### src/hdl/lsst_pkg.sv
// constants and types shared by the line scan timing generator, its checks and its bench
package lsst_pkg;
  localparam int PIX_W = 12;
  localparam int ADDR_W = 10;
  localparam logic [ADDR_W-1:0] LAST_SHORT = 10'h1ff;
  localparam logic [ADDR_W-1:0] LAST_LONG = 10'h3ff;
  localparam int FIFO_DEPTH = 32;
  localparam int CLK_PERIOD_NS = 50;
  localparam int START_LOW_MIN_CLKS = 15;
  localparam int START_HIGH_MIN_CLKS = 8;
  localparam int START_INTERVAL_MIN_CLKS = 23;
  localparam int SYNC_STAGES = 2;
  localparam int FIRST_PIXEL_LAT = 2;
  localparam logic [ADDR_W-1:0] ADDR_RST = 10'h000;

  typedef struct packed {
    logic last;
    logic [PIX_W-1:0] pix;
  } lsst_video_t;

  typedef enum logic [0:0] {SEQ_IDLE, SEQ_SCAN} lsst_state_t;
endpackage : lsst_pkg

### src/hdl/lsst_fifo.sv
// fifo between pixel array readout and the video output
`timescale 1ns/1ps
module lsst_fifo #(
  parameter int WIDTH = 13,
  parameter int DEPTH = 32
) (
  input wire logic clk, // system clock
  input wire logic rst_n, // synchronous reset, active low
  input wire logic ce, // clock enable, freezes state when low
  input wire logic flush, // drops all entries
  input wire logic in_valid, // write request
  output logic in_ready, // room for a word
  input wire logic [WIDTH-1:0] in_data, // write word
  output logic out_valid, // a word is waiting
  input wire logic out_ready, // reader takes the word
  output logic [WIDTH-1:0] out_data // oldest word
);
  localparam int AW = $clog2(DEPTH);
  logic [WIDTH-1:0] mem_q [DEPTH];
  logic [AW-1:0] wr_q;
  logic [AW-1:0] rd_q;
  logic [AW:0] cnt_q;
  wire push = in_valid & in_ready;
  wire pop = out_valid & out_ready;

  assign in_ready = (cnt_q != DEPTH[AW:0]);
  assign out_valid = (cnt_q != '0);
  assign out_data = mem_q[rd_q];

  // ***********************
  // storage
  // ***********************
  genvar g;
  for (g = 0; g < DEPTH; g++) begin : g_ent
    always_ff @(posedge clk) begin
      if (ce && push && wr_q == AW'(g)) begin
        mem_q[g] <= in_data;
      end
    end
  end

  // ***********************
  // pointers
  // ***********************
  always_ff @(posedge clk) begin
    if (!rst_n || (ce && flush)) begin
      wr_q <= '0;
      rd_q <= '0;
      cnt_q <= '0;
    end else if (ce) begin
      if (push) wr_q <= wr_q + 1'b1;
      if (pop) rd_q <= rd_q + 1'b1;
      cnt_q <= cnt_q + {{AW{1'b0}}, push} - {{AW{1'b0}}, pop};
    end
  end
endmodule : lsst_fifo

### src/hdl/lsst_scan.sv
// line sensor scan timing generator: start pulse to pixel stream and end of scan
`timescale 1ns/1ps
module lsst_scan (
  input wire logic clk, // sensor clock, one pixel per edge
  input wire logic rst_n, // synchronous reset, active low
  input wire logic ce, // clock enable
  input wire logic scan_start_pulse, // start pin, asynchronous
  input wire logic line_long, // variant strap: 1 = 1024 pixels, asynchronous
  output logic integrate_en, // global integration enable to all pixels
  output logic charge_hold, // one-cycle global charge transfer at start fall
  output logic [lsst_pkg::ADDR_W-1:0] pixel_addr, // pixel array read address
  input wire logic [lsst_pkg::PIX_W-1:0] pixel_data, // pixel value at pixel_addr
  output logic video_valid, // pixel present on video
  input wire logic video_ready, // controller samples this cycle
  output lsst_pkg::lsst_video_t video, // pixel value with last marker
  output logic scan_done_flag, // one-cycle end of scan
  output logic scan_busy // scan in progress
);
  // ***********************
  // declarations
  // ***********************
  // start pin: two synchroniser stages, then one delay stage for the edge detector
  logic start_m_q;
  logic start_s_q;
  logic start_d_q;
  // variant strap: two synchroniser stages, latched at each scan start
  logic long_m_q;
  logic long_s_q;
  logic long_q;
  // sequencer
  lsst_pkg::lsst_state_t state_q;
  lsst_pkg::lsst_state_t state_d;
  logic [lsst_pkg::ADDR_W-1:0] addr_q;
  logic [lsst_pkg::ADDR_W-1:0] addr_d;
  // shutter
  logic integ_q;
  logic hold_q;
  // end of scan
  logic done_q;
  logic done_d;
  // output queue
  logic fifo_in_ready;
  logic fifo_out_valid;
  lsst_pkg::lsst_video_t fifo_out;
  lsst_pkg::lsst_video_t wr_word;

  // ***********************
  // pin synchronisers
  // ***********************
  // only the second stage of each pair is read by logic; the first may be metastable
  always_ff @(posedge clk) begin
    if (!rst_n) begin
      start_m_q <= 1'b0;
      start_s_q <= 1'b0;
    end else if (ce) begin
      start_m_q <= scan_start_pulse;
      start_s_q <= start_m_q;
    end
  end

  always_ff @(posedge clk) begin
    if (!rst_n) begin
      long_m_q <= 1'b0;
      long_s_q <= 1'b0;
    end else if (ce) begin
      long_m_q <= line_long;
      long_s_q <= long_m_q;
    end
  end

  // ***********************
  // start edge detector
  // ***********************
  // the delay stage resets low, so a pin already high at reset release gives no fall
  always_ff @(posedge clk) begin
    if (!rst_n) begin
      start_d_q <= 1'b0;
    end else if (ce) begin
      start_d_q <= start_s_q;
    end
  end

  // start fall seen on this edge: this edge is clock 1
  wire start_fall = start_d_q & ~start_s_q;

  // ***********************
  // sequencer decode
  // ***********************
  // timing from the pin falling: two synchroniser edges, then clock 1 on the third;
  // pixel 0 is read and queued on clock 2 and stands on video from then on
  wire [lsst_pkg::ADDR_W-1:0] last_addr = long_q ? lsst_pkg::LAST_LONG
                                                 : lsst_pkg::LAST_SHORT;
  wire at_last = (addr_q == last_addr);
  wire scanning = (state_q == lsst_pkg::SEQ_SCAN);
  // a full queue stalls the address instead of dropping a pixel
  wire push = scanning & fifo_in_ready & ~start_fall;
  wire pop = fifo_out_valid & video_ready;

  assign wr_word.pix = pixel_data;
  assign wr_word.last = at_last;

  // ***********************
  // scan sequencer
  // ***********************
  // an abort wins over a push in the same cycle; pixel 0 of the new line goes one edge later
  always_comb begin
    state_d = state_q;
    addr_d = addr_q;
    case (state_q)
      lsst_pkg::SEQ_IDLE: begin
        if (start_fall) begin
          state_d = lsst_pkg::SEQ_SCAN;
          addr_d = lsst_pkg::ADDR_RST;
        end
      end
      lsst_pkg::SEQ_SCAN: begin
        if (start_fall) begin
          addr_d = lsst_pkg::ADDR_RST;
        end else if (push) begin
          addr_d = addr_q + 1'b1;
          if (at_last) state_d = lsst_pkg::SEQ_IDLE;
        end
      end
      default: begin
        state_d = lsst_pkg::SEQ_IDLE;
        addr_d = lsst_pkg::ADDR_RST;
      end
    endcase
  end

  always_ff @(posedge clk) begin
    if (!rst_n) begin
      state_q <= lsst_pkg::SEQ_IDLE;
      addr_q <= lsst_pkg::ADDR_RST;
    end else if (ce) begin
      state_q <= state_d;
      addr_q <= addr_d;
    end
  end

  // variant fixed for the whole scan, so a strap change mid-line cannot cut it short
  always_ff @(posedge clk) begin
    if (!rst_n) begin
      long_q <= 1'b0;
    end else if (ce && start_fall) begin
      long_q <= long_s_q;
    end
  end

  // ***********************
  // shutter
  // ***********************
  // every pixel sees the same enable and the same hold, so no rolling skew
  // integration ends at clock 1, the same edge that launches the scan
  always_ff @(posedge clk) begin
    if (!rst_n) begin
      integ_q <= 1'b0;
    end else if (ce) begin
      integ_q <= start_s_q;
    end
  end

  always_ff @(posedge clk) begin
    if (!rst_n) begin
      hold_q <= 1'b0;
    end else if (ce) begin
      hold_q <= start_fall;
    end
  end

  // ***********************
  // output queue
  // ***********************
  // flush on abort so no stale pixels from the old line leak into the new one
  // one queue entry per pixel plus its last marker
  lsst_fifo #(
    .WIDTH($bits(lsst_pkg::lsst_video_t)),
    .DEPTH(lsst_pkg::FIFO_DEPTH)
  ) u_fifo (
    .clk(clk),
    .rst_n(rst_n),
    .ce(ce),
    .flush(start_fall),
    .in_valid(push),
    .in_ready(fifo_in_ready),
    .in_data(wr_word),
    .out_valid(fifo_out_valid),
    .out_ready(video_ready),
    .out_data(fifo_out)
  );

  // ***********************
  // end of scan
  // ***********************
  // an abort on the edge that takes the last pixel cancels the pulse: that line is void
  wire pop_last = pop & fifo_out.last;
  assign done_d = pop_last & ~start_fall;

  always_ff @(posedge clk) begin
    if (!rst_n) begin
      done_q <= 1'b0;
    end else if (ce) begin
      done_q <= done_d;
    end
  end

  // ***********************
  // outputs
  // ***********************
  assign integrate_en = integ_q;
  assign charge_hold = hold_q;
  assign pixel_addr = addr_q;
  assign video_valid = fifo_out_valid;
  assign video = fifo_out;
  assign scan_done_flag = done_q;

  // ***********************
  // scan status
  // ***********************
  // busy covers the drain of the queue as well, so the line is not over until the last pixel
  assign scan_busy = scanning | fifo_out_valid;
endmodule : lsst_scan

### config.mk
export PLATFORM = sky130hd
export DESIGN_NAME = lsst_scan
export DESIGN_NICKNAME = d
export VERILOG_FILES = /design/src/hdl/lsst_pkg.sv /design/src/hdl/lsst_fifo.sv /design/src/hdl/lsst_scan.sv
export SDC_FILE = /design/constraint.sdc
export NUM_CORES = 1
export LEC_CHECK = 0
export ABC_AREA = 1
export BUFFER_PORTS_ARGS = -buffer_cell sky130_fd_sc_hd__buf_2
export CAP_MARGIN = 10
export CORE_MARGIN = 2
export CORE_UTILIZATION = 50
export DETAILED_ROUTE_END_ITERATION = 10
export GPL_ROUTABILITY_DRIVEN = 0
export PLACE_DENSITY = 0.66
export SETUP_SLACK_MARGIN = 0.5
export SLEW_MARGIN = 20
export SYNTH_ARGS = -nofsm -noshare
export SYNTH_HDL_FRONTEND = slang
export SYNTH_SLANG_ARGS = --single-unit
### constraint.sdc
create_clock -name clk -period 4.4 [get_ports clk]
set_input_delay 0.44 -clock clk [delete_from_list [all_inputs] [get_ports clk]]
set_output_delay 0.44 -clock clk [all_outputs]
set_load 0.01 [all_outputs]
==> results of run 1 <==
==> per-layer routing <==
| layer | part of all wire, % | GRT usage, % | up-vias |
|---|---|---|---|
| met2 | 48 | 38.8 | 532 |
| met1 | 42 | 33.3 | 5971 |
| met4 | 2.9 | 7.97 | 0 |
| li1 | - | - | 5482 |
| met3 | 7.6 | 3.85 | 89 |
| met5 | 0 | 0 | - |
==> registers in the layout (all words and copies together) (netlist names), 5 cells and up, named ones only <==
register      flops
u_fifo.rd_q       5
u_fifo.cnt_q      6
u_fifo.mem_q    416
pixel_addr       10
u_fifo.wr_q       5
==> final cells by class <==
| cell class | count | area (sq um) | area share, % |
|---|---|---|---|
| Sequential cell | 456 | 13300 | 64.6 |
| Multi-Input combinational cell | 868 | 4410 | 21.4 |
| Clock buffer | 59 | 1230 | 5.97 |
| Tap cell | 468 | 586 | 2.84 |
| Timing Repair Buffer | 84 | 556 | 2.70 |
| Clock inverter | 26 | 302 | 1.46 |
| Inverter | 53 | 204 | 0.991 |
==> through the flow <==
step	worst slack [ns]	utilization (%)	cell area (sq um)	std cells
floorplan	2.03	-	18400	1471
global placement	1.52	52.3	19000	1929
detailed placement	1.47	52.3	19000	1929
CTS	1.03	56.5	20600	2014
global route	0.810	56.5	20600	2014
finish	0.997	56.5	20600	2014
==> cell usage after synthesis (all sizes together), types with 4 or more instances <==
| master | n |
|---|---|
| dfxtp | 40 |
| nor2 | 256 |
| xor2 | 4 |
| o21ai | 221 |
| nand2 | 136 |
| edfxtp | 416 |
| nand3 | 93 |
| a21oi | 26 |
| nor3 | 7 |
| clkbuf | 46 |
| inv | 51 |
| nand4 | 4 |
| buf | 48 |
| ha | 16 |
| o221ai | 96 |
==> critical path: stages (launching register included) <==
cell,delay (ns)
sky130_fd_sc_hd__dfxtp_4,0.69
sky130_fd_sc_hd__buf_4,0.51
sky130_fd_sc_hd__o21ai_0,0.16
sky130_fd_sc_hd__o221ai_1,0.33
sky130_fd_sc_hd__nand3_1,0.14
sky130_fd_sc_hd__nand2_1,0.12
sky130_fd_sc_hd__nand2_1,0.06
sky130_fd_sc_hd__nand2_1,0.17
sky130_fd_sc_hd__buf_2,0.16
==> cell families after synthesis <==
logic type / Yosys count / share of synthesized area, %
AND/OR/NAND/NOR: 501 / 11.1
XOR/XNOR: 6 / 0.286
flip-flops: 456 / 72.3
adder cells (fa/ha/maj): 17 / 1.20
AO/OA/AOI/OAI: 344 / 11.4
buffers and inverters: 147 / 3.75
==> worst max-delay path by stage <==
stage	from	endpoint	cells past startpoint
global route	flop	video[5]	8
detailed placement	ce	u_fifo.mem_q[19][5]$_DFFE_PP_	5
CTS	flop	video[0]	9
floorplan	u_fifo.cnt_q[2]$_SDFFE_PP0P_	u_fifo.cnt_q[4]$_SDFFE_PP0P_	15
finish	flop	video[7]	8
global placement	ce	u_fifo.mem_q[27][7]$_DFFE_PP_	5
==> power groups by stage <==
stage               clock, mW  sequential (mW)  combinational [mW]
global route             4.15             4.78                1.02
CTS                      3.99             4.77               0.914
finish                   3.94             4.77               0.913
floorplan                   0             4.85               0.638
global placement            0             4.86               0.883
detailed placement          0             4.87               0.908
==> results_tabular.tex, run 1 <==
\begin{tabular}{lr}
\hline
Metric & Value \\
\hline
\multicolumn{2}{l}{\textbf{Timing}} \\
\quad Total setup violations reported at the end of the flow & 0 \\
\quad Final-layout worst hold slack & 0.108 ns \\
\quad Relative slew slack & 30.0\% \\
\quad Final Hold Viols & 0 \\
\quad Total count of max-transition violations in the final report & 0 \\
\quad Total Negative Setup Slacks & 0 ns \\
\quad Tightest Pin Transition & 1.04 ns \\
\quad Final cycle utilization of the critical path & 77.3\% \\
\quad Max Clk Rate & 294 MHz \\
\quad Largest clock skew in the final design & 0.0164 ns \\
\quad RSZ-0062 raised after global routing & false \\
\quad Shortest period the worst path allows & 3.40 ns \\
\multicolumn{2}{l}{\textbf{Worst setup path}} \\
\quad Worst reg2reg endpoint & u\_fifo.cnt\_q[4]\$\_SDFFE\_PP0P\_ \\
\quad Data required, critical path & 3.96 ns \\
\quad WP data arrival & 2.96 ns \\
\quad Worst setup SP type & flop \\
\quad Worst-case register-to-register setup slack & 1.76 ns \\
\quad WS Path Type & reg -> out \\
\quad Worst flop-to-flop path startpoint & u\_fifo.cnt\_q[2]\$\_SDFFE\_PP0P\_ \\
\quad Cells on worst reg2reg path & 15 \\
\quad Worst-path fanout max & 42 \\
\quad Capturing element type of the critical path & output pin \\
\multicolumn{2}{l}{\textbf{Synthesis}} \\
\quad Syn Std Cell Area & 18400 sq um \\
\quad Share of synthesized registers carrying an async set or reset & 0\% \\
\quad Flip-flop and latch count after synthesis & 456 \\
\quad Synth warn & 0 \\
\quad Top flip-flop cell by instance count after synthesis & sky130\_fd\_sc\_hd\_\_edfxtp\_1 \\
\quad Cells taking the most area after synthesis & sky130\_fd\_sc\_hd\_\_edfxtp\_1, sky130\_fd\_sc\_hd\_\_o21ai\_0, sky130\_fd\_sc\_hd\_\_nor2\_1 \\
\quad Number of flops mapped to enable cells by yosys & 416 \\
\quad Sequential fraction of the synthesis area & 72.3\% \\
\quad Biggest area consumer among synthesized cells & sky130\_fd\_sc\_hd\_\_edfxtp\_1 \\
\quad Number of nets in the synthesized netlist & 1506 \\
\quad Area share of the largest cell type after synthesis & 68.0\% \\
\quad Post-synthesis average cell area & 12.5 sq um \\
\quad Distinct cell type count after synthesis & 30 \\
\quad Gate Count Post-Synth & 1471 \\
\multicolumn{2}{l}{\textbf{Clock network}} \\
\quad CTS tree & built \\
\quad Clock latency of the later-clocked register in the worst-skew pair & 0.56 ns \\
\quad Total clock buffers created by CTS & 46 \\
\quad Cell chosen for the clock root & sky130\_fd\_sc\_hd\_\_clkbuf\_16 \\
\quad Maximum root-to-sink buffer count & 3 \\
\quad Post-CTS repair timing setup buffer count & 0 \\
\quad Hold-fix buffers at CTS & 0 \\
\quad Clock-pin slew on the worst setup and hold paths & 0.06 ns \\
\quad Sinks on the clock net & 456 \\
\quad Count of H-tree levels built during CTS & 2 \\
\quad Number of resized instances in the post-cts repair step & 0 \\
\multicolumn{2}{l}{\textbf{Drt}} \\
\quad Via Count & 12100 \\
\quad Routed length per instance & 22.7 microns \\
\quad Routed via count divided by cell count & 6.00 \\
\quad Post-detailed-route DRC marker count & 0 \\
\quad 1st-pass router iterations & 6 \\
\quad Number of routed nets with antenna violations & 0 \\
\quad Overall routed net length & 45700 microns \\
\quad Number of DRC markers in iteration 0 & 1434 \\
\multicolumn{2}{l}{\textbf{Die}} \\
\quad Die span in y & 196 microns \\
\quad DIE WIDTH & 196 microns \\
\quad Initial core utilization & 50.4\% \\
\quad Core Rows & 70 \\
\quad Die area & 38300 sq um \\
\quad Core outline area & 36400 sq um \\
\quad Number of top-level pins & 46 \\
\multicolumn{2}{l}{\textbf{Min path}} \\
\quad Min-delay worst type & in -> reg \\
\quad WHS Endpoint & long\_m\_q\$\_SDFFE\_PN0P\_ \\
\quad Number of cells on the worst hold path & 3 \\
\quad Hold wc startpoint & line\_long \\
\multicolumn{2}{l}{\textbf{Final layout}} \\
\quad Area added between synthesis and finish & 12.0\% \\
\quad Most common library cell in the layout ignoring fill and taps & sky130\_fd\_sc\_hd\_\_edfxtp\_1 \\
\quad Share of layout cells above drive strength 1 & 10.9\% \\
\quad Most used cells in the layout excluding fill and tap cells & sky130\_fd\_sc\_hd\_\_edfxtp\_1, sky130\_fd\_sc\_hd\_\_nor2\_1, sky130\_fd\_sc\_hd\_\_o21ai\_0, sky130\_fd\_sc\_hd\_\_nand2\_1, sky130\_fd\_sc\_hd\_\_o221ai\_1 \\
\quad Number of inserted diodes & 0 \\
\quad FILL cells & 2893 \\
\quad Net count of the finished layout & 1544 \\
\multicolumn{2}{l}{\textbf{Global routing}} \\
\quad Via count of the first global-routing pass & 11600 \\
\quad Largest net degree at the start of global routing & 209 \\
\quad Wire length of the first global-routing pass & 68800 microns \\
\quad Sum of overflow across all layers after global routing & 0 \\
\quad Overall routing resource usage & 23.9\% \\
\quad Number of antenna violations at the first check in global routing & 0 \\
\multicolumn{2}{l}{\textbf{Pwr}} \\
\quad Combinational share of power & 9.5\% \\
\quad Tot Pwr & 9.62 mW \\
\quad IR drop worst, VDD & 0.000283 V \\
\quad Switching fraction of total power & 23.7\% \\
\quad Total power per unit cell area & 468 nW/um\^{}2 \\
\quad P\_sw & 2.28 mW \\
\quad Clock Power Share & 40.9\% \\
\quad Sequential cell fraction of total power & 49.6\% \\
\quad Int Pwr & 7.35 mW \\
\quad Cell leakage power & 6.98 nW \\
\multicolumn{2}{l}{\textbf{Run status}} \\
\quad Outcome & finished clean \\
\multicolumn{2}{l}{\textbf{Place}} \\
\quad Total of buffers placed on input and output ports & 45 \\
\quad Detailed placer's ending HPWL & 25000 microns \\
\multicolumn{2}{l}{\textbf{Flow run}} \\
\quad Max-cap violations & 0 \\
\hline
\end{tabular}
Note: power is estimated with default switching activity, not from simulation.
==> inputs of run 2 (changes only) <==
--- a/config.mk
+++ b/config.mk
@@ -5,7 +5,7 @@
 export SDC_FILE = /design/constraint.sdc
 export NUM_CORES = 1
 export LEC_CHECK = 0
-export ABC_AREA = 1
+export ABC_AREA = 0
 export BUFFER_PORTS_ARGS = -buffer_cell sky130_fd_sc_hd__buf_2
 export CAP_MARGIN = 10
 export CORE_MARGIN = 2
==> constraint.sdc (replaced) <==
create_clock -name clk -period 3.16 [get_ports clk]
set_input_delay 0.316 -clock clk [delete_from_list [all_inputs] [get_ports clk]]
set_output_delay 0.316 -clock clk [all_outputs]
set_load 0.01 [all_outputs]
==> run 2 against run 1 <==
  * Synthesized cell count is 41% lower
  * Critical endpoint is now video[8]
  * Highest routed layer unchanged
  * Largest cell class unchanged
  * Die area is 2.6% lower
  * Worst hold slack worse by 0.082 ns
  * Clock-buffer cell count is 2 lower
  * Global-route usage is 2.1 points lower
==> results_tabular.tex, run 2 <==
\begin{tabular}{lr}
\hline
Metric & Value \\
\hline
\multicolumn{2}{l}{\textbf{Final layout}} \\
\quad Register with the most flip-flops & u\_fifo.mem\_q (unchanged) \\
\quad Most used cells in the layout excluding fill and tap cells & sky130\_fd\_sc\_hd\_\_edfxtp\_1, sky130\_fd\_sc\_hd\_\_mux4\_2, sky130\_fd\_sc\_hd\_\_nor2\_1, sky130\_fd\_sc\_hd\_\_clkbuf\_16, sky130\_fd\_sc\_hd\_\_buf\_4 (was sky130\_fd\_sc\_hd\_\_edfxtp\_1, sky130\_fd\_sc\_hd\_\_nor2\_1, sky130\_fd\_sc\_hd\_\_o21ai\_0, sky130\_fd\_sc\_hd\_\_nand2\_1, sky130\_fd\_sc\_hd\_\_o221ai\_1) \\
\quad Area added between synthesis and finish & 17.1\% (was 12.0\%) \\
\quad Core Util, Final & 59.2\% (was 56.5\%) \\
\quad Number of inserted diodes & 0 (unchanged) \\
\quad Final design instance area without fill & 20900 sq um (was 20600 sq um) \\
\quad Net count of the finished layout & 1023 (was 1544) \\
\quad Share of layout cells above drive strength 1 & 32.1\% (was 10.9\%) \\
\quad Most common library cell in the layout ignoring fill and taps & sky130\_fd\_sc\_hd\_\_edfxtp\_1 (unchanged) \\
\quad Number of flip-flops under the largest register name & 416 (unchanged) \\
\multicolumn{2}{l}{\textbf{Pwr}} \\
\quad P\_sw & 2.95 mW (was 2.28 mW) \\
\quad Int Pwr & 10.4 mW (was 7.35 mW) \\
\quad Sequential cell fraction of total power & 49.8\% (was 49.6\%) \\
\quad Switching fraction of total power & 22.2\% (was 23.7\%) \\
\quad Total power per unit cell area & 636 nW/um\^{}2 (was 468 nW/um\^{}2) \\
\quad Combinational share of power & 11.6\% (was 9.5\%) \\
\quad IR drop worst, VDD & 0.000504 V (was 0.000283 V) \\
\quad Cell leakage power & 6.74 nW (was 6.98 nW) \\
\quad Clock Power Share & 38.6\% (was 40.9\%) \\
\multicolumn{2}{l}{\textbf{Synthesis}} \\
\quad Distinct cell type count after synthesis & 44 (was 30) \\
\quad Cells taking the most area after synthesis & sky130\_fd\_sc\_hd\_\_edfxtp\_1, sky130\_fd\_sc\_hd\_\_mux4\_2, sky130\_fd\_sc\_hd\_\_dfxtp\_1 (was sky130\_fd\_sc\_hd\_\_edfxtp\_1, sky130\_fd\_sc\_hd\_\_o21ai\_0, sky130\_fd\_sc\_hd\_\_nor2\_1) \\
\quad Post-synthesis average cell area & 20.6 sq um (was 12.5 sq um) \\
\quad Most used standard cell by instance count after synthesis & sky130\_fd\_sc\_hd\_\_edfxtp\_1 (unchanged) \\
\quad Gate Count Post-Synth & 868 (was 1471) \\
\quad Syn Std Cell Area & 17900 sq um (was 18400 sq um) \\
\quad Area share of the largest cell type after synthesis & 69.9\% (was 68.0\%) \\
\quad Share of the synthesized netlist area taken by xor and xnor gates & 0.882\% (was 0.286\%) \\
\quad Share of synthesized registers carrying an async set or reset & 0\% (unchanged) \\
\quad Simple-gate share of the synthesized area & 3.41\% (was 11.1\%) \\
\quad Number of flops mapped to enable cells by yosys & 416 (unchanged) \\
\quad Biggest area consumer among synthesized cells & sky130\_fd\_sc\_hd\_\_edfxtp\_1 (unchanged) \\
\quad Post-synthesis compound-gate area fraction & 1.41\% (was 11.4\%) \\
\quad Sequential fraction of the synthesis area & 74.3\% (was 72.3\%) \\
\quad Synth warn & 0 (unchanged) \\
\quad Mux share of post-synthesis cell area & 17.2\% (was 0\%) \\
\quad Top flip-flop cell by instance count after synthesis & sky130\_fd\_sc\_hd\_\_edfxtp\_1 (unchanged) \\
\quad Largest family of logic cells by synthesized area & multiplexers (was compound AO/OA/AOI/OAI gates) \\
\quad Synth Area in Adders & 1.23\% (was 1.20\%) \\
\quad Post-synth top cells & sky130\_fd\_sc\_hd\_\_edfxtp\_1, sky130\_fd\_sc\_hd\_\_mux4\_2, sky130\_fd\_sc\_hd\_\_nor2\_1 (was sky130\_fd\_sc\_hd\_\_edfxtp\_1, sky130\_fd\_sc\_hd\_\_nor2\_1, sky130\_fd\_sc\_hd\_\_o21ai\_0) \\
\quad Flip-flop and latch count after synthesis & 456 (unchanged) \\
\quad Number of nets in the synthesized netlist & 903 (was 1506) \\
\multicolumn{2}{l}{\textbf{Global routing}} \\
\quad Met3 GRT Util & 4.40\% (was 3.85\%) \\
\quad Met2 layer usage reported by global route & 36.4\% (was 38.8\%) \\
\quad Via count of the first global-routing pass & 8877 (was 11600) \\
\quad Wire length of the first global-routing pass & 57800 microns (was 68800 microns) \\
\quad Global routing's busiest layer & met2 (unchanged) \\
\quad Sum of overflow across all layers after global routing & 0 (unchanged) \\
\quad Largest net degree at the start of global routing & 33 (was 209) \\
\quad Overall routing resource usage & 21.8\% (was 23.9\%) \\
\quad Met1 track utilization from global routing & 30.0\% (was 33.3\%) \\
\quad Number of antenna violations at the first check in global routing & 0 (unchanged) \\
\multicolumn{2}{l}{\textbf{Timing}} \\
\quad Largest clock skew in the final design & 0.0197 ns (was 0.0164 ns) \\
\quad Relative slew slack & 32.1\% (was 30.0\%) \\
\quad Final Hold Viols & 0 (unchanged) \\
\quad Final cycle utilization of the critical path & 98.1\% \\
\quad Total setup violations reported at the end of the flow & 0 (unchanged) \\
\quad Tightest Pin Transition & 1.02 ns (was 1.04 ns) \\
\quad Shortest period the worst path allows & 3.10 ns \\
\quad Max Clk Rate & 323 MHz \\
\quad RSZ-0062 raised after global routing & true (was false) \\
\quad Total count of max-transition violations in the final report & 0 (unchanged) \\
\multicolumn{2}{l}{\textbf{Worst setup path}} \\
\quad Worst-path fanout max & 7 (was 42) \\
\quad Worst setup SP type & flop (unchanged) \\
\quad WP data arrival & 2.78 ns (was 2.96 ns) \\
\quad Capturing element type of the critical path & output pin (unchanged) \\
\quad Slowest stage delay, CP & 0.52 ns (was 0.69 ns) \\
\quad Critical path, cell by cell & buf\_12 -> buf\_6 -> mux4\_2 -> mux4\_2 -> mux2\_4 -> buf\_2 (was buf\_4 -> o21ai\_0 -> o221ai\_1 -> nand3\_1 -> nand2\_1 -> nand2\_1 -> nand2\_1 -> buf\_2) \\
\quad Cell mode on critical path & sky130\_fd\_sc\_hd\_\_mux4\_2 (was sky130\_fd\_sc\_hd\_\_nand2\_1) \\
\quad WS Path Type & reg -> out (unchanged) \\
\quad Cell with the largest stage delay on the worst path & sky130\_fd\_sc\_hd\_\_mux4\_2 (was sky130\_fd\_sc\_hd\_\_dfxtp\_4) \\
\quad Data required, critical path & 2.84 ns (was 3.96 ns) \\
\multicolumn{2}{l}{\textbf{Drt}} \\
\quad Number of routed nets with antenna violations & 0 (unchanged) \\
\quad Via Count & 8783 (was 12100) \\
\quad Overall routed net length & 39700 microns (was 45700 microns) \\
\quad Routed length per instance & 26.8 microns (was 22.7 microns) \\
\quad Number of DRC markers in iteration 0 & 737 (was 1434) \\
\quad Post-detailed-route DRC marker count & 0 (unchanged) \\
\quad 1st-pass router iterations & 5 (was 6) \\
\quad Routed via count divided by cell count & 5.91 (was 6.00) \\
\multicolumn{2}{l}{\textbf{Die}} \\
\quad Core outline area & 35400 sq um (was 36400 sq um) \\
\quad Die area & 37300 sq um (was 38300 sq um) \\
\quad Die span in y & 193 microns (was 196 microns) \\
\quad Number of top-level pins & 46 (unchanged) \\
\quad DIE WIDTH & 193 microns (was 196 microns) \\
\quad Initial core utilization & 50.5\% (was 50.4\%) \\
\quad Core Rows & 69 (was 70) \\
\multicolumn{2}{l}{\textbf{Clock network}} \\
\quad Count of H-tree levels built during CTS & 2 (unchanged) \\
\quad Maximum root-to-sink buffer count & 3 (unchanged) \\
\quad Cell chosen for the clock root & sky130\_fd\_sc\_hd\_\_clkbuf\_16 (unchanged) \\
\quad Clock-pin slew on the worst setup and hold paths & 0.06 ns (about the same) \\
\quad CTS tree & built (unchanged) \\
\quad Total clock buffers created by CTS & 46 (unchanged) \\
\quad Sinks on the clock net & 456 (unchanged) \\
\quad Clock latency of the later-clocked register in the worst-skew pair & 0.56 ns (about the same) \\
\multicolumn{2}{l}{\textbf{Place}} \\
\quad Detailed placer's ending HPWL & 21900 microns (was 25000 microns) \\
\quad Total of buffers placed on input and output ports & 45 (unchanged) \\
\quad Post-place instance area & 18900 sq um (was 19000 sq um) \\
\multicolumn{2}{l}{\textbf{Min path}} \\
\quad Min-delay worst type & in -> reg (unchanged) \\
\multicolumn{2}{l}{\textbf{Run status}} \\
\quad Outcome & finished clean (unchanged) \\
\multicolumn{2}{l}{\textbf{Flow run}} \\
\quad Max-cap violations & 0 (unchanged) \\
\hline
\end{tabular}
-- run 2: cell count changes after synthesis, moves of 19 or more --
cell / previous run / this run
sky130_fd_sc_hd__mux2i_1: 0 / 22
sky130_fd_sc_hd__a21oi_1: 26 / 7
sky130_fd_sc_hd__o21ai_0: 221 / 5
sky130_fd_sc_hd__clkbuf_1: 44 / 15
sky130_fd_sc_hd__inv_1: 49 / 15
sky130_fd_sc_hd__mux4_2: 0 / 120
sky130_fd_sc_hd__nand3_1: 93 / 5
sky130_fd_sc_hd__nand2_1: 136 / 21
sky130_fd_sc_hd__nor2_1: 254 / 56
sky130_fd_sc_hd__o221ai_1: 96 / 0
-- run 2: area by class of cell --
| class | count | area, sq um |
|---|---|---|
| flip-flops and latches | 456 | 13300 |
| fillers | 2594 | 14500 |
| clock inverters | 27 | 201 |
| clock buffers | 57 | 1220 |
| inverters | 15 | 56.3 |
| repair buffers | 115 | 1140 |
| multi-input cells | 354 | 4440 |
| well taps | 461 | 577 |
-- run 2: final timing paths --
kind	startpoint	end	slack, ns	depth (start not counted)
max reg2reg	u_fifo.cnt_q[3]$_SDFFE_PP0P_	u_fifo.cnt_q[4]$_SDFFE_PP0P_	0.74	14
min reg2reg	charge_hold$_SDFFE_PN0P_	charge_hold$_SDFFE_PN0P_	0.48	2
max	flop	video[8]	0.06	6
min	line_long	long_m_q$_SDFFE_PN0P_	0.03	3
-- run 2: repair_timing --
item,in CTS,in global routing
buffers inserted,10,6
resized for setup,16,39
cloned,3,4
pin swaps,0,3
endpoints found under the hold margin,1,0
setup endpoints to repair,13,53
hold buffers,1,0
-- run 2: power by group through the flow --
| stage | clock, mW | combinational (mW) | sequential, mW |
|---|---|---|---|
| floorplan | 0 | 0.920 | 6.75 |
| global placement | 0 | 1.18 | 6.82 |
| detailed placement | 0 | 1.20 | 6.82 |
| CTS | 5.24 | 1.43 | 6.63 |
| global route | 5.47 | 1.67 | 6.64 |
| finish | 5.14 | 1.54 | 6.64 |
-- run 2: kinds of logic after synthesis --
kind of cell    after synthesis
compound gates               35
xor+xnor                     18
fa+ha+maj                    17
buf+inv                      58
flops                       456
mux                         156
simple gates                128
-- run 2: worst max-delay path, delay by kind of cell, from the launching register on --
kind	cells	cell delay [ns]
muxes	3	1.33
DFF	1	0.40
buffers and inverters	3	0.48
-- run 2: per-layer routing --
metal  up-vias  wire, microns
met2       289          19900
met3        65           2750
met4         0            749
met1      4647          16400
li1       3782              -
met5         -              0
-- run 2: per-stage QoR --
stage                     hold WS [ns]  cells  setup TNS (ns)  setup WS (ns)  total power, mW
final                           0.0258   1485               0         0.0600             13.3
after floorplan                  0.415    868               0          0.670             7.67
after CTS                       0.0136   1475               0         0.0129             13.3
after global routing            0.0578   1485         -0.0440        -0.0191             13.8
after detailed placement         0.469   1377               0          0.239             8.02
after global placement           0.463   1377               0          0.254             8.00
==> inputs of run 3 (changes only) <==
--- a/config.mk
+++ b/config.mk
@@ -8,7 +8,6 @@
 export ABC_AREA = 0
 export BUFFER_PORTS_ARGS = -buffer_cell sky130_fd_sc_hd__buf_2
 export CAP_MARGIN = 10
-export CORE_MARGIN = 2
 export CORE_UTILIZATION = 50
 export DETAILED_ROUTE_END_ITERATION = 10
 export GPL_ROUTABILITY_DRIVEN = 0
==> run 3 against run 2 <==
  * Register-to-register slack is essentially flat
  * Non-clock buffer count shrank 9
  * Cell count shrank 1.1%
  * Critical path depth is the same
  * Flip-flop and latch count is the same
  * Critical endpoint is now video[3]
  * Clock skew grew 0.0013 ns
  * Largest cell class unchanged
  * First-iteration DRC count grew 0.27%
  * Routed wire length shrank 2.1%
  * Final area is essentially flat
  * Worst setup slack lost 0.015 ns
==> results_tabular.tex, run 3 (synthesis gave the netlist of run 2 again) <==
\begin{tabular}{lr}
\hline
Metric & Value \\
\hline
\multicolumn{2}{l}{\textbf{Min path}} \\
\quad Min-delay worst type & in -> reg (unchanged) \\
\quad WHS Endpoint & long\_m\_q\$\_SDFFE\_PN0P\_ (unchanged) \\
\quad Hold wc startpoint & line\_long (unchanged) \\
\quad Number of cells on the worst hold path & 3 (unchanged) \\
\multicolumn{2}{l}{\textbf{Clock network}} \\
\quad CTS tree & built (unchanged) \\
\quad Total clock buffers created by CTS & 46 (unchanged) \\
\quad Sinks on the clock net & 456 (unchanged) \\
\quad Maximum root-to-sink buffer count & 3 (unchanged) \\
\quad Count of H-tree levels built during CTS & 2 (unchanged) \\
\quad Hold-fix buffers at CTS & 0 (was 1) \\
\quad Clock-pin slew on the worst setup and hold paths & 0.06 ns (about the same) \\
\quad Clock latency of the later-clocked register in the worst-skew pair & 0.56 ns (about the same) \\
\quad Cell chosen for the clock root & sky130\_fd\_sc\_hd\_\_clkbuf\_16 (unchanged) \\
\multicolumn{2}{l}{\textbf{Global routing}} \\
\quad Via count of the first global-routing pass & 8932 (was 8877) \\
\quad Overall routing resource usage & 21.9\% (was 21.8\%) \\
\quad Sum of overflow across all layers after global routing & 0 (unchanged) \\
\quad Wire length of the first global-routing pass & 57000 microns (was 57800 microns) \\
\quad Number of antenna violations at the first check in global routing & 0 (unchanged) \\
\quad Largest net degree at the start of global routing & 40 (was 33) \\
\multicolumn{2}{l}{\textbf{Pwr}} \\
\quad IR drop worst, VDD & 0.000477 V (was 0.000504 V) \\
\quad Clock Power Share & 40.3\% (was 38.6\%) \\
\quad Cell leakage power & 6.75 nW (was 6.74 nW) \\
\quad Total power per unit cell area & 650 nW/um\^{}2 (was 636 nW/um\^{}2) \\
\quad Int Pwr & 10.7 mW (was 10.4 mW) \\
\quad Switching fraction of total power & 21.4\% (was 22.2\%) \\
\quad Combinational share of power & 10.9\% (was 11.6\%) \\
\quad P\_sw & 2.92 mW (was 2.95 mW) \\
\quad Sequential cell fraction of total power & 48.8\% (was 49.8\%) \\
\multicolumn{2}{l}{\textbf{Drt}} \\
\quad Number of routed nets with antenna violations & 0 (unchanged) \\
\quad Via Count & 8769 (was 8783) \\
\quad Number of DRC markers in iteration 0 & 739 (was 737) \\
\quad Routed length per instance & 26.5 microns (was 26.8 microns) \\
\quad 1st-pass router iterations & 7 (was 5) \\
\quad Post-detailed-route DRC marker count & 0 (unchanged) \\
\quad Routed via count divided by cell count & 5.97 (was 5.91) \\
\quad Overall routed net length & 38900 microns (was 39700 microns) \\
\multicolumn{2}{l}{\textbf{Worst setup path}} \\
\quad Worst-path fanout max & 6 (was 7) \\
\quad Buffers plus inverters on the worst setup path & 3 (unchanged) \\
\quad Cells on worst reg2reg path & 14 (unchanged) \\
\quad Worst-case register-to-register setup slack & 0.74 ns (about the same) \\
\quad Cell with the largest stage delay on the worst path & sky130\_fd\_sc\_hd\_\_mux4\_2 (unchanged) \\
\quad WS Path Type & reg -> out (unchanged) \\
\quad Slowest stage delay, CP & 0.53 ns (was 0.52 ns) \\
\quad Capturing element type of the critical path & output pin (unchanged) \\
\quad WP data arrival & 2.80 ns (was 2.78 ns) \\
\quad Worst flop-to-flop path startpoint & u\_fifo.cnt\_q[3]\$\_SDFFE\_PP0P\_ (unchanged) \\
\quad Data required, critical path & 2.84 ns (about the same) \\
\quad Kind of cell adding the most delay to the critical path & multiplexers (unchanged) \\
\quad Cell mode on critical path & sky130\_fd\_sc\_hd\_\_mux4\_2 (unchanged) \\
\quad Worst setup SP type & flop (unchanged) \\
\quad Worst reg2reg endpoint & u\_fifo.cnt\_q[4]\$\_SDFFE\_PP0P\_ (unchanged) \\
\quad Critical path, cell by cell & buf\_12 -> clkbuf\_16 -> mux4\_2 -> mux4\_2 -> mux2\_4 -> buf\_6 (was buf\_12 -> buf\_6 -> mux4\_2 -> mux4\_2 -> mux2\_4 -> buf\_2) \\
\multicolumn{2}{l}{\textbf{Final layout}} \\
\quad Core Util, Final & 60.1\% (was 59.2\%) \\
\quad Net count of the finished layout & 1014 (was 1023) \\
\quad Final Non-Filler Cells & 1468 (was 1485) \\
\quad Share of layout cells above drive strength 1 & 31.4\% (was 32.1\%) \\
\quad Most common library cell in the layout ignoring fill and taps & sky130\_fd\_sc\_hd\_\_edfxtp\_1 (unchanged) \\
\quad Number of inserted diodes & 0 (unchanged) \\
\quad Most used cells in the layout excluding fill and tap cells & sky130\_fd\_sc\_hd\_\_edfxtp\_1, sky130\_fd\_sc\_hd\_\_mux4\_2, sky130\_fd\_sc\_hd\_\_nor2\_1, sky130\_fd\_sc\_hd\_\_clkbuf\_16, sky130\_fd\_sc\_hd\_\_buf\_4 (unchanged) \\
\quad Number of flip-flops under the largest register name & 416 (unchanged) \\
\quad Area added between synthesis and finish & 17.1\% (about the same) \\
\quad Register with the most flip-flops & u\_fifo.mem\_q (unchanged) \\
\multicolumn{2}{l}{\textbf{Die}} \\
\quad DIE WIDTH & 191 microns (was 193 microns) \\
\quad Core Rows & 68 (was 69) \\
\quad Initial core utilization & 51.3\% (was 50.5\%) \\
\quad Core outline area & 34900 sq um (was 35400 sq um) \\
\quad Number of top-level pins & 46 (unchanged) \\
\quad Die span in y & 191 microns (was 193 microns) \\
\quad Die area & 36500 sq um (was 37300 sq um) \\
\multicolumn{2}{l}{\textbf{Flow run}} \\
\quad Max-cap violations & 0 (unchanged) \\
\multicolumn{2}{l}{\textbf{Timing}} \\
\quad Total count of max-transition violations in the final report & 0 (unchanged) \\
\quad Largest clock skew in the final design & 0.0210 ns (was 0.0197 ns) \\
\quad Relative slew slack & 45.7\% (was 32.1\%) \\
\quad RSZ-0062 raised after global routing & true (unchanged) \\
\quad Final Hold Viols & 0 (unchanged) \\
\quad Total setup violations reported at the end of the flow & 0 (unchanged) \\
\quad Shortest period the worst path allows & 3.11 ns (was 3.10 ns) \\
\quad Max Clk Rate & 321 MHz (was 323 MHz) \\
\quad Tightest Pin Transition & 0.813 ns (was 1.02 ns) \\
\quad Final cycle utilization of the critical path & 98.6\% (was 98.1\%) \\
\multicolumn{2}{l}{\textbf{Place}} \\
\quad Detailed placer's ending HPWL & 20900 microns (was 21900 microns) \\
\quad Total of buffers placed on input and output ports & 45 (unchanged) \\
\quad Total instance count after detailed placement & 1371 (was 1377) \\
\multicolumn{2}{l}{\textbf{Run status}} \\
\quad Outcome & finished clean (unchanged) \\
\hline
\end{tabular}
run 3: changes by cell type in the layout (fill, tap and decap cells not counted), moves of 2 or more:
cell | before | now
sky130_fd_sc_hd__buf_16 | 7 | 9
sky130_fd_sc_hd__clkinv_2 | 8 | 6
sky130_fd_sc_hd__clkbuf_8 | 1 | 3
sky130_fd_sc_hd__buf_12 | 8 | 6
sky130_fd_sc_hd__clkbuf_1 | 9 | 6
sky130_fd_sc_hd__buf_4 | 47 | 41
sky130_fd_sc_hd__buf_2 | 36 | 33
sky130_fd_sc_hd__buf_6 | 10 | 14
sky130_fd_sc_hd__bufinv_16 | 2 | 5
sky130_fd_sc_hd__clkinvlp_4 | 4 | 1
run 3: per-stage QoR:
step / hold slack (ns) / setup TNS, ns / setup slack [ns] / cell area [sq um] / total power [mW]
3_3_place_gp: 0.465 / 0 / 0.431 / 18900 / 7.97
5_1_grt: 0.0350 / -0.00840 / -0.00840 / 20900 / 14.0
4_1_cts: 0.00205 / 0 / 0.0213 / 20700 / 13.6
6_report: 0.0167 / 0 / 0.0451 / 20900 / 13.6
2_1_floorplan: 0.415 / 0 / 0.670 / 17900 / 7.67
3_5_place_dp: 0.465 / 0 / 0.428 / 18900 / 7.98
run 3: worst max path at each step:
stage	from	to	cells after the start
finish	flop	video[3]	6
global route	flop	video[0]	6
CTS	flop	video[3]	6
detailed placement	flop	video[7]	5
global placement	flop	video[7]	5
floorplan	flop	video[0]	6
run 3: worst min-delay path: stages:
cell and delay [ns]:
sky130_fd_sc_hd__buf_2 0.08, sky130_fd_sc_hd__mux2i_1 0.05, sky130_fd_sc_hd__nor2b_1 0.09
run 3: power groups by stage:
stage | registers (mW) | clock network [mW] | logic, mW
global placement | 6.77 | 0 | 1.19
finish | 6.65 | 5.49 | 1.49
detailed placement | 6.78 | 0 | 1.20
global route | 6.65 | 5.79 | 1.61
floorplan | 6.75 | 0 | 0.920
CTS | 6.64 | 5.58 | 1.41
run 3: layout make-up:
type	count	area (sq um)
fillers	2529	13900
repair buffers	106	1060
multi-input cells	354	4420
well taps	455	569
clock buffers	58	1290
flip-flops and latches	456	13300
clock inverters	24	243
inverters	15	56.3
run 3: timing repair:
action | in CTS | in global routing
pin swaps | 0 | 1
endpoints found under the setup margin | 13 | 15
cloned | 6 | 2
gates resized for setup | 17 | 33
setup buffers | 6 | 1
run 3: metal layers:
metal | up-vias | GRT usage [%] | part of all wire (%)
li1 | 3750 | - | -
met3 | 50 | 4.02 | 7.1
met1 | 4639 | 30.6 | 42
met2 | 330 | 35.7 | 49
met4 | 0 | 5.89 | 1.7
met5 | - | 0 | 0
